[src/lfcb_cfg.svh]
// offsets, field positions, reset values and scale figures of the coefficient bank
`ifndef LFCB_CFG_SVH
`define LFCB_CFG_SVH

// ----------------------------------------
// register indexes (byte address = 4 x index)
// ----------------------------------------
`define LFCB_IDX_CHB_NRM_HF   16'hFE33
`define LFCB_IDX_CHA_LL_LF    16'hFE34
`define LFCB_IDX_CHB_LL_LF    16'hFE35
`define LFCB_IDX_CHA_LL_ZERO  16'hFE36
`define LFCB_IDX_CHB_LL_ZERO  16'hFE37
`define LFCB_IDX_CHA_LL_POLE  16'hFE38
`define LFCB_IDX_CHB_LL_POLE  16'hFE39
`define LFCB_IDX_CHA_LL_HF    16'hFE3A
`define LFCB_IDX_CHB_LL_HF    16'hFE3B
`define LFCB_IDX_CHA_MODLIM   16'hFE3C
`define LFCB_IDX_CHB_MODLIM   16'hFE3D

// ----------------------------------------
// bus layout
// ----------------------------------------
`define LFCB_ADDR_W           18
`define LFCB_IDX_MSB          17
`define LFCB_IDX_LSB          2
`define LFCB_COEF_MSB         7
`define LFCB_RD_PAD_W         24

// ----------------------------------------
// reset values
// ----------------------------------------
`define LFCB_RST_COEF         8'h00
`define LFCB_RST_MODLIM       8'h00
`define LFCB_RST_RDATA        32'h0000_0000

// ----------------------------------------
// gain scale, in milli-dB
// ----------------------------------------
`define LFCB_GAIN_STEP_MDB    300
`define LFCB_GAIN_SPAN_MDB    20000

`endif

[src/lfcb_pkg.sv]
// types shared by the coefficient bank modules
package lfcb_pkg;

    // ----------------------------------------
    // scalar types
    // ----------------------------------------
    typedef logic [7:0]  lfcb_coef_t;
    typedef logic [31:0] lfcb_word_t;
    typedef logic [17:0] lfcb_addr_t;

    // ----------------------------------------
    // bus slave states
    // ----------------------------------------
    typedef enum logic [1:0] {
        LFCB_ST_IDLE   = 2'b01,
        LFCB_ST_ACCESS = 2'b10
    } lfcb_bus_st_t;

    // ----------------------------------------
    // register file and module state
    // ----------------------------------------
    typedef struct packed {
        lfcb_coef_t chb_nrm_hf;
        lfcb_coef_t cha_ll_lf;
        lfcb_coef_t chb_ll_lf;
        lfcb_coef_t cha_ll_zero;
        lfcb_coef_t chb_ll_zero;
        lfcb_coef_t cha_ll_pole;
        lfcb_coef_t chb_ll_pole;
        lfcb_coef_t cha_ll_hf;
        lfcb_coef_t chb_ll_hf;
        lfcb_coef_t cha_modlim;
        lfcb_coef_t chb_modlim;
    } lfcb_regs_t;

    typedef struct packed {
        lfcb_bus_st_t st;
        lfcb_regs_t   regs;
        lfcb_word_t   prdata;
        logic         pslverr;
    } lfcb_bank_t;

    typedef struct packed {
        lfcb_coef_t lf;
        lfcb_coef_t zero;
        lfcb_coef_t pole;
        lfcb_coef_t hf;
    } lfcb_coef_set_t;

endpackage : lfcb_pkg

[src/lfcb_coef_sel.sv]
// per-channel choice between normal and light-load coefficient sets
module lfcb_coef_sel (
    input  wire logic           clk,
    input  wire logic           resetn,
    input  wire logic           light_mode,
    input  wire lfcb_pkg::lfcb_coef_t nrm_lf,
    input  wire lfcb_pkg::lfcb_coef_t nrm_zero,
    input  wire lfcb_pkg::lfcb_coef_t nrm_pole,
    input  wire lfcb_pkg::lfcb_coef_t nrm_hf,
    input  wire lfcb_pkg::lfcb_coef_t ll_lf,
    input  wire lfcb_pkg::lfcb_coef_t ll_zero,
    input  wire lfcb_pkg::lfcb_coef_t ll_pole,
    input  wire lfcb_pkg::lfcb_coef_t ll_hf,
    output lfcb_pkg::lfcb_coef_t      lf_gain,
    output lfcb_pkg::lfcb_coef_t      zero_pos,
    output lfcb_pkg::lfcb_coef_t      pole_pos,
    output lfcb_pkg::lfcb_coef_t      hf_gain
);
    import lfcb_pkg::*;
    `include "lfcb_cfg.svh"

    lfcb_coef_set_t cur_reg;
    lfcb_coef_set_t cur_next;

    // ----------------------------------------
    // set selection
    // ----------------------------------------
    // registered so the filter never sees a half-switched set
    always_comb begin
        cur_next = cur_reg;
        if (light_mode) begin
            cur_next = '{lf: ll_lf, zero: ll_zero, pole: ll_pole, hf: ll_hf};
        end else begin
            cur_next = '{lf: nrm_lf, zero: nrm_zero, pole: nrm_pole, hf: nrm_hf};
        end
    end

    always_ff @(posedge clk or negedge resetn) begin
        if (!resetn) begin
            cur_reg <= {4{`LFCB_RST_COEF}};
        end else begin
            cur_reg <= cur_next;
        end
    end

    assign lf_gain  = cur_reg.lf;
    assign zero_pos = cur_reg.zero;
    assign pole_pos = cur_reg.pole;
    assign hf_gain  = cur_reg.hf;
endmodule : lfcb_coef_sel

[src/lfcb_regbank.sv]
// apb register bank for the loop filter coefficients of two channels
// What this block does
// channel B normal hf gain, 0.3 dB steps
// per-channel light-load low-frequency gain, 0.3 dB steps
// per-channel light-load zero, own setting
// per-channel light-load pole, own setting
// per-channel light-load hf gain, 0.3 dB steps
// modulation limits for A then B
// light-load set only while channel light-loaded
//
// Chosen here: the APB interface to the registers.
module lfcb_regbank (
    input  wire logic                 clk,
    input  wire logic                 resetn,
    input  wire logic                 psel,
    input  wire logic                 penable,
    input  wire logic                 pwrite,
    input  wire lfcb_pkg::lfcb_addr_t paddr,
    input  wire lfcb_pkg::lfcb_word_t pwdata,
    input  wire logic [3:0]           pstrb,
    output lfcb_pkg::lfcb_word_t      prdata,
    output logic                      pready,
    output logic                      pslverr,
    input  wire logic                 cha_light_mode,
    input  wire logic                 chb_light_mode,
    input  wire lfcb_pkg::lfcb_coef_t cha_nrm_lf_gain,
    input  wire lfcb_pkg::lfcb_coef_t cha_nrm_zero,
    input  wire lfcb_pkg::lfcb_coef_t cha_nrm_pole,
    input  wire lfcb_pkg::lfcb_coef_t cha_nrm_hf_gain,
    input  wire lfcb_pkg::lfcb_coef_t chb_nrm_lf_gain,
    input  wire lfcb_pkg::lfcb_coef_t chb_nrm_zero,
    input  wire lfcb_pkg::lfcb_coef_t chb_nrm_pole,
    output lfcb_pkg::lfcb_coef_t      cha_lf_gain,
    output lfcb_pkg::lfcb_coef_t      cha_zero,
    output lfcb_pkg::lfcb_coef_t      cha_pole,
    output lfcb_pkg::lfcb_coef_t      cha_hf_gain,
    output lfcb_pkg::lfcb_coef_t      chb_lf_gain,
    output lfcb_pkg::lfcb_coef_t      chb_zero,
    output lfcb_pkg::lfcb_coef_t      chb_pole,
    output lfcb_pkg::lfcb_coef_t      chb_hf_gain,
    output lfcb_pkg::lfcb_coef_t      cha_mod_limit,
    output lfcb_pkg::lfcb_coef_t      chb_mod_limit
);
    import lfcb_pkg::*;
    `include "lfcb_cfg.svh"

    // ----------------------------------------
    // state
    // ----------------------------------------
    lfcb_bank_t  cur_reg;
    lfcb_bank_t  cur_next;
    logic [15:0] idx;
    logic        aligned;
    logic        hit;
    lfcb_coef_t  rd_byte;

    assign idx     = paddr[`LFCB_IDX_MSB:`LFCB_IDX_LSB];
    assign aligned = (paddr[1:0] == 2'h0);

    // ----------------------------------------
    // address decode and read mux
    // ----------------------------------------
    always_comb begin
        hit     = aligned;
        rd_byte = 8'h00;
        case (idx)
            `LFCB_IDX_CHB_NRM_HF:  rd_byte = cur_reg.regs.chb_nrm_hf;
            `LFCB_IDX_CHA_LL_LF:   rd_byte = cur_reg.regs.cha_ll_lf;
            `LFCB_IDX_CHB_LL_LF:   rd_byte = cur_reg.regs.chb_ll_lf;
            `LFCB_IDX_CHA_LL_ZERO: rd_byte = cur_reg.regs.cha_ll_zero;
            `LFCB_IDX_CHB_LL_ZERO: rd_byte = cur_reg.regs.chb_ll_zero;
            `LFCB_IDX_CHA_LL_POLE: rd_byte = cur_reg.regs.cha_ll_pole;
            `LFCB_IDX_CHB_LL_POLE: rd_byte = cur_reg.regs.chb_ll_pole;
            `LFCB_IDX_CHA_LL_HF:   rd_byte = cur_reg.regs.cha_ll_hf;
            `LFCB_IDX_CHB_LL_HF:   rd_byte = cur_reg.regs.chb_ll_hf;
            `LFCB_IDX_CHA_MODLIM:  rd_byte = cur_reg.regs.cha_modlim;
            `LFCB_IDX_CHB_MODLIM:  rd_byte = cur_reg.regs.chb_modlim;
            default:               hit     = 1'b0;
        endcase
        if (!aligned) begin
            rd_byte = 8'h00;
        end
    end

    // ----------------------------------------
    // bus slave and register writes
    // ----------------------------------------
    // read data is captured in the setup cycle, so one access cycle
    // suffices and pready needs no wait state
    always_comb begin
        cur_next = cur_reg;
        case (cur_reg.st)
            LFCB_ST_IDLE: begin
                if (psel && !penable) begin
                    cur_next.st      = LFCB_ST_ACCESS;
                    cur_next.prdata  = {{`LFCB_RD_PAD_W{1'b0}}, rd_byte};
                    cur_next.pslverr = !hit;
                end
            end
            LFCB_ST_ACCESS: begin
                cur_next.st = LFCB_ST_IDLE;
                if (psel && penable && pwrite && hit && pstrb[0]) begin
                    case (idx)
                        `LFCB_IDX_CHB_NRM_HF:
                            cur_next.regs.chb_nrm_hf = pwdata[7:0];
                        `LFCB_IDX_CHA_LL_LF:
                            cur_next.regs.cha_ll_lf = pwdata[7:0];
                        `LFCB_IDX_CHB_LL_LF:
                            cur_next.regs.chb_ll_lf = pwdata[7:0];
                        `LFCB_IDX_CHA_LL_ZERO:
                            cur_next.regs.cha_ll_zero = pwdata[7:0];
                        `LFCB_IDX_CHB_LL_ZERO:
                            cur_next.regs.chb_ll_zero = pwdata[7:0];
                        `LFCB_IDX_CHA_LL_POLE:
                            cur_next.regs.cha_ll_pole = pwdata[7:0];
                        `LFCB_IDX_CHB_LL_POLE:
                            cur_next.regs.chb_ll_pole = pwdata[7:0];
                        `LFCB_IDX_CHA_LL_HF:
                            cur_next.regs.cha_ll_hf = pwdata[7:0];
                        `LFCB_IDX_CHB_LL_HF:
                            cur_next.regs.chb_ll_hf = pwdata[7:0];
                        `LFCB_IDX_CHA_MODLIM:
                            cur_next.regs.cha_modlim = pwdata[7:0];
                        `LFCB_IDX_CHB_MODLIM:
                            cur_next.regs.chb_modlim = pwdata[7:0];
                        default:
                            cur_next.regs = cur_reg.regs;
                    endcase
                end
            end
            default: begin
                cur_next.st = LFCB_ST_IDLE;
            end
        endcase
    end

    always_ff @(posedge clk or negedge resetn) begin
        if (!resetn) begin
            cur_reg.st      <= LFCB_ST_IDLE;
            cur_reg.regs    <= {{9{`LFCB_RST_COEF}}, {2{`LFCB_RST_MODLIM}}};
            cur_reg.prdata  <= `LFCB_RST_RDATA;
            cur_reg.pslverr <= 1'b0;
        end else begin
            cur_reg <= cur_next;
        end
    end

    assign pready        = (cur_reg.st == LFCB_ST_ACCESS);
    assign prdata        = cur_reg.prdata;
    assign pslverr       = cur_reg.pslverr;
    assign cha_mod_limit = cur_reg.regs.cha_modlim;
    assign chb_mod_limit = cur_reg.regs.chb_modlim;

    // ----------------------------------------
    // per-channel coefficient selection
    // ----------------------------------------
    lfcb_coef_sel u_sel_a (
        .clk        (clk),
        .resetn     (resetn),
        .light_mode (cha_light_mode),
        .nrm_lf     (cha_nrm_lf_gain),
        .nrm_zero   (cha_nrm_zero),
        .nrm_pole   (cha_nrm_pole),
        .nrm_hf     (cha_nrm_hf_gain),
        .ll_lf      (cur_reg.regs.cha_ll_lf),
        .ll_zero    (cur_reg.regs.cha_ll_zero),
        .ll_pole    (cur_reg.regs.cha_ll_pole),
        .ll_hf      (cur_reg.regs.cha_ll_hf),
        .lf_gain    (cha_lf_gain),
        .zero_pos   (cha_zero),
        .pole_pos   (cha_pole),
        .hf_gain    (cha_hf_gain)
    );

    // channel B normal hf gain lives here, the rest of its normal set does not
    lfcb_coef_sel u_sel_b (
        .clk        (clk),
        .resetn     (resetn),
        .light_mode (chb_light_mode),
        .nrm_lf     (chb_nrm_lf_gain),
        .nrm_zero   (chb_nrm_zero),
        .nrm_pole   (chb_nrm_pole),
        .nrm_hf     (cur_reg.regs.chb_nrm_hf),
        .ll_lf      (cur_reg.regs.chb_ll_lf),
        .ll_zero    (cur_reg.regs.chb_ll_zero),
        .ll_pole    (cur_reg.regs.chb_ll_pole),
        .ll_hf      (cur_reg.regs.chb_ll_hf),
        .lf_gain    (chb_lf_gain),
        .zero_pos   (chb_zero),
        .pole_pos   (chb_pole),
        .hf_gain    (chb_hf_gain)
    );
endmodule : lfcb_regbank

[config.mk]
export PLATFORM = sky130hd
export DESIGN_NAME = lfcb_regbank
export DESIGN_NICKNAME = d
export VERILOG_FILES = /design/src/lfcb_pkg.sv /design/src/lfcb_coef_sel.sv /design/src/lfcb_regbank.sv
export VERILOG_INCLUDE_DIRS = /design/src
export SDC_FILE = /design/constraint.sdc
export NUM_CORES = 1
export LEC_CHECK = 0
export BUFFER_PORTS_ARGS = -buffer_cell sky130_fd_sc_hd__buf_2
export CORE_MARGIN = 2
export CORE_UTILIZATION = 47
export DETAILED_ROUTE_END_ITERATION = 7
export PLACE_DENSITY = 0.8
export SLEW_MARGIN = 30
export SYNTH_ARGS = -nofsm -noshare
export SYNTH_HDL_FRONTEND = slang
export SYNTH_SLANG_ARGS = --single-unit
[constraint.sdc]
create_clock -name clk -period 1.87 [get_ports clk]
set_input_delay 0.0935 -clock clk [delete_from_list [all_inputs] [get_ports clk]]
set_output_delay 0.0935 -clock clk [all_outputs]
set_load 0.02 [all_outputs]
==> run summary, run 1 <==
======================================================================================================
Final WL ................................................................................      20.6 mm
Area share of the largest cell type after synthesis .....................................        54.3%
Max reg flops ...........................................................................           74
Power density relative to cell area .....................................................   797 mW/mm2
Synth unique cells ......................................................................           52
Measured slew at the worst slew-check pin ...............................................       715 ps
Clock transition at the register clock pins on the worst setup and hold paths after CTS .        60 ps
Total congestion overflow ...............................................................            0
Unrepaired setup endpoints after global routing .........................................          yes
Number of stages on the worst setup path ................................................            5
EDFF count, synth .......................................................................            0
Seq/Total Area, Yosys ...................................................................        54.7%
Antenna violations before repair ........................................................            2
Flip-flop and latch count after synthesis ...............................................          163
Vias per Instance .......................................................................         5.49
Data arrival time of the critical path ..................................................      2200 ps
Post-layout power .......................................................................      7.80 mW
Top cell family by delay on the critical path ........................................... simple AND/OR/NAND/NOR gates
Clk sinks ...............................................................................          163
Die Width ...............................................................................       130 um
Leakage power total .....................................................................      5.03 nW
Cells along the critical path ........................................................... nand2b_4, or4_4, nor2_4, nand2_2, mux2_2
Cell area after synthesis ...............................................................  0.00746 mm2
HPWL after detailed placement ...........................................................      14.5 mm
Sum of buffers and inverters on the critical path .......................................            0
Biggest area consumer among synthesized cells ...........................................      dfrtp_1
TritonCTS clock tree ....................................................................         done
Final non-filler cell total .............................................................         1005
GPL Wtd Cong ............................................................................         1.00
Worst clock skew ........................................................................      6.85 ps
Total global routing track utilization ..................................................        24.9%
Layout Cell Area excl Fill ..............................................................  0.00978 mm2
Combined area of the multi-input logic cells ............................................  0.00303 mm2
Placed cell areas .......................................................................  0.00853 mm2
Number of global-route vias before repair ...............................................         5887
Maximum number of pins on one net before global-route repair ............................           59
Std-Cell Rows ...........................................................................           46
Reported max-cap violation count ........................................................            0
DRT Pass-1 Iters ........................................................................            5
Worst VDD drop ..........................................................................   0.000575 V
Setup violation total in the final timing report ........................................           42
Cell with the biggest individual delay on the critical path .............................        or4_4
Number of I/O pins ......................................................................          231
Status .................................................................................. finished with violations
Number of cells traversed by the worst hold path ........................................            3
Period utilization ......................................................................         102%
Critical path endpoint category .........................................................     register
Clock root buffer .......................................................................    clkbuf_16
Reg area ................................................................................  0.00408 mm2
Setup slack after layout ................................................................     -34.8 ps
Count of endpoints failing hold in the final timing report ..............................            0
Gate count after technology mapping .....................................................          536
Total Die Area ..........................................................................   0.0169 mm2
Number of max-slew violations in the final report .......................................            0
TritonCTS buffer count ..................................................................           17
Post-layout min period ..................................................................      1900 ps
Number of design rule violations left after detail routing ..............................            0
Slew headroom ...........................................................................        52.4%
Max stage delay on crit path ............................................................       540 ps
Achievable Freq .........................................................................    0.525 GHz
Max H-tree Level ........................................................................            4
Crit path required time .................................................................      2170 ps
Area overhead of the layout relative to synthesis .......................................        31.2%
Count of cells along the worst register-to-register path ................................            5
Critical Path Start Type ................................................................     register
Largest buffer count on any clock path ..................................................            2
First-pass GRT wire length ..............................................................      31.5 mm
Fraction of layout cells with a size suffix above 1 .....................................        55.4%
Number of instances in the placed design ................................................          914
Die extent in y .........................................................................       130 um
Yosys synthesis warning count ...........................................................            0
Latest clock arrival within the worst-skew pair .........................................       420 ps
Effective utilization at floorplan ......................................................        47.5%
Synth Area per Inst .....................................................................     13.9 um2
Maximum fanout along the worst path .....................................................            8
DRT iter0 DRCs ..........................................................................          366
FILL cells ..............................................................................         1175
Remaining antenna violation count .......................................................            0
I/O Buffers .............................................................................          179
Post-synth ARST share ...................................................................         100%
Core region area ........................................................................   0.0157 mm2
Leading post-synthesis cells by cell area ............................................... dfrtp_1 (54%), mux2_2 (23%), buf_4 (5.0%)
Violations in the final reports ......................................................... setup timing
Hold crit path type .....................................................................    in -> reg
Commonest register cell after synthesis .................................................      dfrtp_1
Classification of the worst setup path ..................................................   reg -> reg
Total Nets Final ........................................................................          894
Post-detailed-route wirelength per cell .................................................      20.5 um
Via count ...............................................................................         5515
Utilization of the core after routing ...................................................        62.3%
======================================================================================================
## path summary, 6_finish.rpt
kind	startpoint	end	slack [ps]
worst min-delay path	penable	cur_reg[121]	120
worst min register to register	prdata[5]	prdata[5]	500
worst max register to register	cur_reg[121]	cur_reg[59]	-30
max in group asynchronous	resetn	u_sel_b.lf_gain[4]	910
worst max-delay path	cur_reg[121]	cur_reg[59]	-30
min in group asynchronous	resetn	u_sel_a.lf_gain[3]	220
## metrics by stage
step,TNS (ps),setup WS (ps),hold slack [ps]
after detailed placement,-2120,-104,95.6
after global routing,-3340,-102,121
after global placement,-541,-22.5,79.8
final,-777,-34.8,115
after floorplan,0,85.3,-202
after CTS,-285,-25.0,89.7
## layout make-up
type | count | area share [%]
clock inverter | 10 | 1.39
timing repair buffer | 275 | 18.4
inverter | 5 | 0.192
clock buffer | 19 | 4.53
tap | 216 | 2.76
multi-input combinational | 315 | 31.0
sequential | 163 | 41.7
antenna | 2 | 0.0512
## tightest hold or removal path, delay by kind of cell
kind,cells,cell delay (ps)
buffers and inverters,2,250
AND/OR/NAND/NOR,1,160
## placed cells by master (no fill, tap or decap), drive strengths merged, types with 2 or more instances in the layout
cell	instances
and3	2
clkinv	7
nor3	2
inv	5
dlygate4sd3	57
nand4b	2
o21ai	6
nand4	6
mux2i	5
a221oi	4
a22oi	8
a32o	2
o22ai	4
diode	2
buf	218
nor4	7
nor2b	5
and4	3
clkbuf	19
mux4	7
dfrtp	162
and4b	2
nand4bb	2
nand2	18
and4bb	2
a22o	7
nand3	10
a32oi	5
mux2	155
nand2b	3
conb	24
bufinv	3
nor2	10
a21oi	3
## synth_stat cells, drive strengths merged, types with 3 or more instances
cell and number:
dfrtp 162, nand2 18, mux2i 5, nor2 10
and4 3, mux4 7, nor2b 5, clkbuf 12
buf 64, o21ai 6, nand3 10, mux2 155
o22ai 4, a22oi 8, a21oi 3, a221oi 4
nand4 6, a22o 7, a32oi 5, nand2b 3
nor4 7, inv 5
## per-layer routing
metal | vias up | part of all wire [%] | global-route usage, %
li1 | 2377 | - | -
met1 | 2804 | 38 | 29.7
met2 | 276 | 52 | 44.3
met3 | 58 | 7.5 | 6.40
met4 | 0 | 2.6 | 8.16
met5 | - | 0 | 0
## timing repair
item                                    in CTS  in global routing
pin swaps                                    4                  2
hold buffers                                57                  0
buffers inserted                             3                  0
endpoints found under the setup margin      66                 72
endpoints found under the hold margin      110                  0
resized for setup                            7                  8
## power breakdown
group | leakage, nW | internal, mW | switching (mW) | total [mW]
clock | 0.288 | 2.11 | 1.33 | 3.44
sequential | 2.21 | 3.59 | 0.0188 | 3.61
combinational | 2.53 | 0.319 | 0.426 | 0.744
total | 5.03 | 6.02 | 1.78 | 7.80
## logic make-up (layout without fill, tap and decap cells)
logic type	Yosys count	in the layout	share of synthesized area (%)
other	1	26	0.0503
buffers and inverters	81	309	6.73
multiplexers	167	167	26.2
AO/OA/AOI/OAI	47	47	4.78
flip-flops	163	163	54.7
AND/OR/NAND/NOR	77	77	7.56
Power figures use the tool's default switching activity.
==> inputs of run 2 (changes only) <==
Settings changed: CORE_UTILIZATION 47 to 39, PLACE_DENSITY 0.8 to 0.69.
==> run 2 against run 1 <==
  * The run still ends with setup timing left
  * Clock power rose by 8.4%
  * Largest cell class unchanged
  * Critical endpoint is now cur_reg[83]
  * Hold slack got worse by 3.9 ps
  * Clock skew rose by 1.4 ps
  * Final area rose by 0.50%
  * Critical path depth rose by 1
  * Total power rose by 3.6%
  * Worst setup slack improved by 2.7 ps
==> run summary, run 2 (same netlist as run 1, synthesis figures left out) <==
======================================================================================================
Status .................................................................................. finished with violations   unchanged
Violations in the final reports ......................................................... setup timing   unchanged
DRT Pass-1 Iters ........................................................................            4   was 5
Latest clock arrival within the worst-skew pair .........................................       430 ps   was 420 ps
DRT iter0 DRCs ..........................................................................          277   was 366
Placed cell areas .......................................................................  0.00854 mm2   was 0.00853 mm2
Hold crit path type .....................................................................    in -> reg   unchanged
Post-detailed-route wirelength per cell .................................................      19.9 um   was 20.5 um
Total Die Area ..........................................................................   0.0202 mm2   was 0.0169 mm2
Via count ...............................................................................         5293   was 5515
GPL Wtd Cong ............................................................................        0.866   was 1.00
Worst setup slack before clock tree synthesis ...........................................     -42.3 ps   was -104 ps
HPWL after detailed placement ...........................................................      14.5 mm   about the same
Met1 layer wirelength in the final routing ..............................................      8.59 mm   was 7.76 mm
Most common cell after layout, fill and taps aside ......................................        buf_2   unchanged
Measured slew at the worst slew-check pin ...............................................       590 ps   was 715 ps
Clock transition at the register clock pins on the worst setup and hold paths after CTS .        70 ps   was 60 ps
Die extent in y .........................................................................       142 um   was 130 um
Number of max-slew violations in the final report .......................................            0   unchanged
Number of I/O pins ......................................................................          231   unchanged
Max H-tree Level ........................................................................            4   unchanged
TritonCTS buffer count ..................................................................           17   unchanged
Total global routing track utilization ..................................................        20.8%   was 24.9%
Worst clock skew ........................................................................      8.21 ps   was 6.85 ps
Core region area ........................................................................   0.0188 mm2   was 0.0157 mm2
Uppermost signal routing layer after detailed routing ...................................         met4   unchanged
Critical path endpoint category .........................................................     register   unchanged
Period utilization ......................................................................         102%   about the same
Maximum number of pins on one net before global-route repair ............................           67   was 59
Final WL ................................................................................      20.3 mm   was 20.6 mm
Max reg flops ...........................................................................           74   unchanged
Total congestion overflow ...............................................................            0   unchanged
Number of global-route vias before repair ...............................................         5454   was 5887
Worst VDD drop ..........................................................................   0.000613 V   was 0.000575 V
Largest buffer count on any clock path ..................................................            2   unchanged
Number of design rule violations left after detail routing ..............................            0   unchanged
Post-layout min period ..................................................................      1900 ps   about the same
Area overhead of the layout relative to synthesis .......................................        31.8%   was 31.2%
Critical Path Start Type ................................................................     register   unchanged
Layout Cell Area excl Fill ..............................................................  0.00983 mm2   was 0.00978 mm2
Post-layout power .......................................................................      8.07 mW   was 7.80 mW
Setup slack after layout ................................................................     -32.1 ps   was -34.8 ps
Slew headroom ...........................................................................        60.6%   was 52.4%
Maximum fanout along the worst path .....................................................            8   unchanged
Remaining antenna violation count .......................................................            0   unchanged
Setup violation total in the final timing report ........................................           24   was 42
I/O Buffers .............................................................................          179   unchanged
First-pass GRT wire length ..............................................................      31.5 mm   about the same
Fraction of layout cells with a size suffix above 1 .....................................        54.9%   was 55.4%
Antenna violations before repair ........................................................            1   was 2
Data arrival time of the critical path ..................................................      2210 ps   was 2200 ps
Clock root buffer .......................................................................    clkbuf_16   unchanged
Crit path required time .................................................................      2180 ps   was 2170 ps
Clk sinks ...............................................................................          163   unchanged
Achievable Freq .........................................................................    0.526 GHz   was 0.525 GHz
Power density relative to cell area .....................................................   821 mW/mm2   was 797 mW/mm2
Std-Cell Rows ...........................................................................           50   was 46
Total Nets Final ........................................................................          893   was 894
Total length of routed met2 wires .......................................................      10.3 mm   was 10.7 mm
Die Width ...............................................................................       142 um   was 130 um
Reported max-cap violation count ........................................................            0   unchanged
TritonCTS clock tree ....................................................................         done   unchanged
Count of endpoints failing hold in the final timing report ..............................            0   unchanged
Vias per Instance .......................................................................         5.18   was 5.49
Effective utilization at floorplan ......................................................        39.7%   was 47.5%
Highest-count cells in the layout ignoring fill and taps ................................ buf_2 (178), dfrtp_1 (162), mux2_2 (153)   was buf_2 (178), dfrtp_1 (162), mux2_2 (155)
Utilization of the core after routing ...................................................        52.4%   was 62.3%
Met3 wire len ...........................................................................      1.14 mm   was 1.55 mm
Classification of the worst setup path ..................................................   reg -> reg   unchanged
Unrepaired setup endpoints after global routing .........................................          yes   unchanged
Leakage power total .....................................................................      5.08 nW   was 5.03 nW
======================================================================================================
run 2: cell types whose count changed in the layout (fill, tap and decap cells not counted), sizes merged:
cell and change:
inv +2, diode -1, buf -1, clkinvlp +1
bufinv +1, clkinv -3
run 2: routing by layer:
layer,global-route usage [%],vias up
met2,35.5,189
met1,27.0,2704
met4,4.69,0
met5,0,-
met3,5.08,22
li1,-,2378
run 2: repair_timing:
| item | 4_1_cts | 5_1_grt |
|---|---|---|
| hold endpoints to repair | 110 | 0 |
| pin swaps | 4 | 1 |
| setup buffers | 2 | 4 |
| hold buffers | 57 | 0 |
| gates resized for setup | 4 | 10 |
| setup endpoints to repair | 65 | 66 |
run 2: final cells by class:
cell class	instances	area (um2)
Tap cell	234	293
Clock buffer	19	443
Antenna cell	1	2.50
Sequential cell	163	4080
Timing Repair Buffer	274	1800
Multi-Input combinational cell	315	3010
Fill cell	1622	8930
Inverter	5	18.8
Clock inverter	11	179
run 2: power by group:
part | internal [mW] | switching [mW] | leakage [nW]
sequential | 3.59 | 0.0163 | 2.21
clock | 2.27 | 1.45 | 0.301
combinational | 0.316 | 0.424 | 2.57
run 2: critical path, stage by stage (launching register included):
cell and delay [ps]:
dfstp_2 360, nand2b_4 130, or4_4 540, nor2_4 160, buf_4 140, nand3_4 140
mux2_2 310
run 2: path summary, 6_finish.rpt:
check | start | to | slack [ps] | cells past startpoint
max in group asynchronous | resetn | cur_reg[108] | 980 | 3
worst max-delay path | cur_reg[121] | cur_reg[83] | -30 | 6
worst min-delay path | pwdata[7] | cur_reg[96] | 110 | 2
min in group asynchronous | resetn | cur_reg[105] | 140 | 2
worst max register to register | cur_reg[121] | cur_reg[83] | -30 | 6
worst min register to register | prdata[5] | prdata[5] | 490 | 2
run 2: through the flow:
stage	instances	hold WS, ps	TNS [ps]
after floorplan	559	-202	0
after global placement	928	40.1	-1020
after detailed placement	928	35.2	-1320
after CTS	1017	107	-562
after global routing	1021	99.9	-2700
final	1022	111	-371
==> inputs of run 3 (changes only) <==
Settings changed: CORE_ASPECT_RATIO from default to 0.7.
Clock period 1.87 ns to 1.7 ns, I/O delays scaled along.
==> run 3 against run 2 <==
  * The flow still finishes with violations (setup timing)
  * Non-clock buffer count grew 42
  * Clock power grew 8.8%
  * Maximum frequency shrank 0.17%
  * Global-route usage grew 1.2 points
  * Sequential cell count is the same
  * Total power grew 10%
  * Clock-buffer cell count grew 4
  * Register-to-register slack lost 170 ps
  * Critical path type unchanged
==> run summary, run 3 (same netlist as run 1, synthesis figures left out) <==
======================================================================================================
TritonCTS buffer count ..................................................................           17   unchanged
Vias per Instance .......................................................................         5.21   was 5.18
Via count ...............................................................................         5588   was 5293
First-pass GRT wire length ..............................................................      33.0 mm   was 31.5 mm
Classification of the worst setup path ..................................................   reg -> reg   unchanged
Period utilization ......................................................................         112%   was 102%
Leakage power total .....................................................................      5.30 nW   was 5.08 nW
I/O Buffers .............................................................................          179   unchanged
Fin Hold WS .............................................................................      70.6 ps   was 111 ps
Area overhead of the layout relative to synthesis .......................................        37.9%   was 31.8%
Maximum fanout along the worst path .....................................................            8   unchanged
Slew headroom ...........................................................................        60.4%   was 60.6%
DRT Pass-1 Iters ........................................................................            5   was 4
Effective utilization at floorplan ......................................................        39.7%   about the same
Crit path required time .................................................................      2010 ps   was 2180 ps
Hold crit path type .....................................................................    in -> reg   unchanged
Layout Cell Area excl Fill ..............................................................   0.0103 mm2   was 0.00983 mm2
Die extent in y .........................................................................       120 um   was 142 um
Number of design rule violations left after detail routing ..............................            0   unchanged
GPL Wtd Cong ............................................................................        0.897   was 0.866
Total congestion overflow ...............................................................            0   unchanged
Max stage delay on crit path ............................................................       540 ps   about the same
Worst VDD drop ..........................................................................   0.000494 V   was 0.000613 V
Die Width ...............................................................................       169 um   was 142 um
Status .................................................................................. finished with violations   unchanged
Measured slew at the worst slew-check pin ...............................................       589 ps   was 590 ps
Setup violation total in the final timing report ........................................           77   was 24
Std-Cell Rows ...........................................................................           42   was 50
Reg area ................................................................................  0.00408 mm2   unchanged
Highest-count cells in the layout ignoring fill and taps ................................ buf_2 (178), dfrtp_1 (162), mux2_2 (147)   was buf_2 (178), dfrtp_1 (162), mux2_2 (153)
Placed cell areas .......................................................................  0.00886 mm2   was 0.00854 mm2
TritonCTS clock tree ....................................................................         done   unchanged
Post-layout power .......................................................................      8.89 mW   was 8.07 mW
Clk sinks ...............................................................................          163   unchanged
Number of max-slew violations in the final report .......................................            0   unchanged
Critical Path Start Type ................................................................     register   unchanged
Core region area ........................................................................   0.0188 mm2   about the same
Post-detailed-route wirelength per cell .................................................      20.5 um   was 19.9 um
Violations in the final reports ......................................................... setup timing   unchanged
Post-layout min period ..................................................................      1910 ps   was 1900 ps
Max H-tree Level ........................................................................            4   unchanged
Cell with the biggest individual delay on the critical path .............................        or4_4   unchanged
Utilization of the core after routing ...................................................        54.7%   was 52.4%
Clock root buffer .......................................................................    clkbuf_16   unchanged
Achievable Freq .........................................................................    0.525 GHz   was 0.526 GHz
Unrepaired setup endpoints after global routing .........................................          yes   unchanged
Total Nets Final ........................................................................          935   was 893
Clock transition at the register clock pins on the worst setup and hold paths after CTS .        70 ps   about the same
Final WL ................................................................................      22.0 mm   was 20.3 mm
Largest buffer count on any clock path ..................................................            2   unchanged
Latest clock arrival within the worst-skew pair .........................................       430 ps   about the same
Critical path endpoint category .........................................................     register   unchanged
Cells along the critical path ........................................................... nand2b_4, or4_4, nor2_4, buf_12, nand3_4, mux2_2   was nand2b_4, or4_4, nor2_4, buf_4, nand3_4, mux2_2
HPWL after detailed placement ...........................................................      15.4 mm   was 14.5 mm
Total global routing track utilization ..................................................        22.0%   was 20.8%
Antenna violations before repair ........................................................            0   was 1
Maximum number of pins on one net before global-route repair ............................           54   was 67
Antenna Cells ...........................................................................            0   was 1
Combined area of the multi-input logic cells ............................................  0.00309 mm2   was 0.00301 mm2
Reported max-cap violation count ........................................................            0   unchanged
Worst setup slack before clock tree synthesis ...........................................      -277 ps   was -42.3 ps
Most common cell after layout, fill and taps aside ......................................        buf_2   unchanged
Remaining antenna violation count .......................................................            0   unchanged
Fraction of layout cells with a size suffix above 1 .....................................        58.6%   was 54.9%
Count of endpoints failing hold in the final timing report ..............................            0   unchanged
Setup slack after layout ................................................................      -205 ps   was -32.1 ps
Number of I/O pins ......................................................................          231   unchanged
Data arrival time of the critical path ..................................................      2210 ps   about the same
Power density relative to cell area .....................................................   865 mW/mm2   was 821 mW/mm2
FILL cells ..............................................................................         1569   was 1622
Number of global-route vias before repair ...............................................         5648   was 5454
DRT iter0 DRCs ..........................................................................          317   was 277
Max reg flops ...........................................................................           74   unchanged
Worst clock skew ........................................................................      11.1 ps   was 8.21 ps
Total Die Area ..........................................................................   0.0203 mm2   was 0.0202 mm2
======================================================================================================
run 3: changes by cell type in the layout (fill, tap and decap cells not counted), sizes merged:
cell	delta
buf	+41
bufinv	-1
clkbuf	+4
clkinv	-1
clkinvlp	+1
diode	-1
dlygate4sd3	+1
inv	-2
run 3: path summary, 6_finish.rpt:
kind / from / end / slack (ps) / depth (start not counted)
max: cur_reg[121] / cur_reg[85] / -210 / 6
min: psel / cur_reg[121] / 70 / 2
max reg2reg: cur_reg[121] / cur_reg[85] / -210 / 6
min reg2reg: prdata[3] / prdata[3] / 480 / 2
max in group asynchronous: resetn / u_sel_b.pole_pos[6] / 940 / 3
min in group asynchronous: resetn / cha_mod_limit[4] / 120 / 2
run 3: what timing repair did:
item,in CTS,in global routing
pin swaps,6,3
endpoints found under the hold margin,219,0
buffers inserted,3,6
resized for setup,28,9
hold buffers,58,0
endpoints found under the setup margin,97,97
run 3: critical path: cells and delay by family, from the launching register on:
kind | cells | cell delay (ps)
buf+inv | 1 | 140
mux | 1 | 310
simple gates | 4 | 970
flops | 1 | 370
run 3: stage by stage:
stage / std cells / setup TNS [ps]
2_1_floorplan: 559 / -2090
3_3_place_gp: 974 / -12530
3_5_place_dp: 974 / -13970
4_1_cts: 1066 / -11720
5_1_grt: 1072 / -14490
6_report: 1072 / -11480
run 3: layout make-up:
| class | instances | area share (%) |
|---|---|---|
| clock inverter | 8 | 1.20 |
| clock buffer | 23 | 4.84 |
| inverter | 5 | 0.207 |
| timing repair buffer | 316 | 21.1 |
| multi-input combinational | 315 | 30.1 |
| tap | 242 | 2.94 |
| sequential | 163 | 39.7 |
run 3: report_power, final:
group | total, mW | switching, mW | internal (mW)
clock network | 4.06 | 1.56 | 2.50
logic | 0.871 | 0.487 | 0.383
registers | 3.97 | 0.0187 | 3.95
total | 8.89 | 2.06 | 6.83
run 3: layer usage:
metal | share of wire (%) | track usage [%] | up-vias
li1 | - | - | 2467
met1 | 47 | 32.2 | 2877
met2 | 45 | 32.9 | 229
met3 | 6.9 | 5.77 | 15
met4 | 0.78 | 5.24 | 0
met5 | 0 | 0 | -
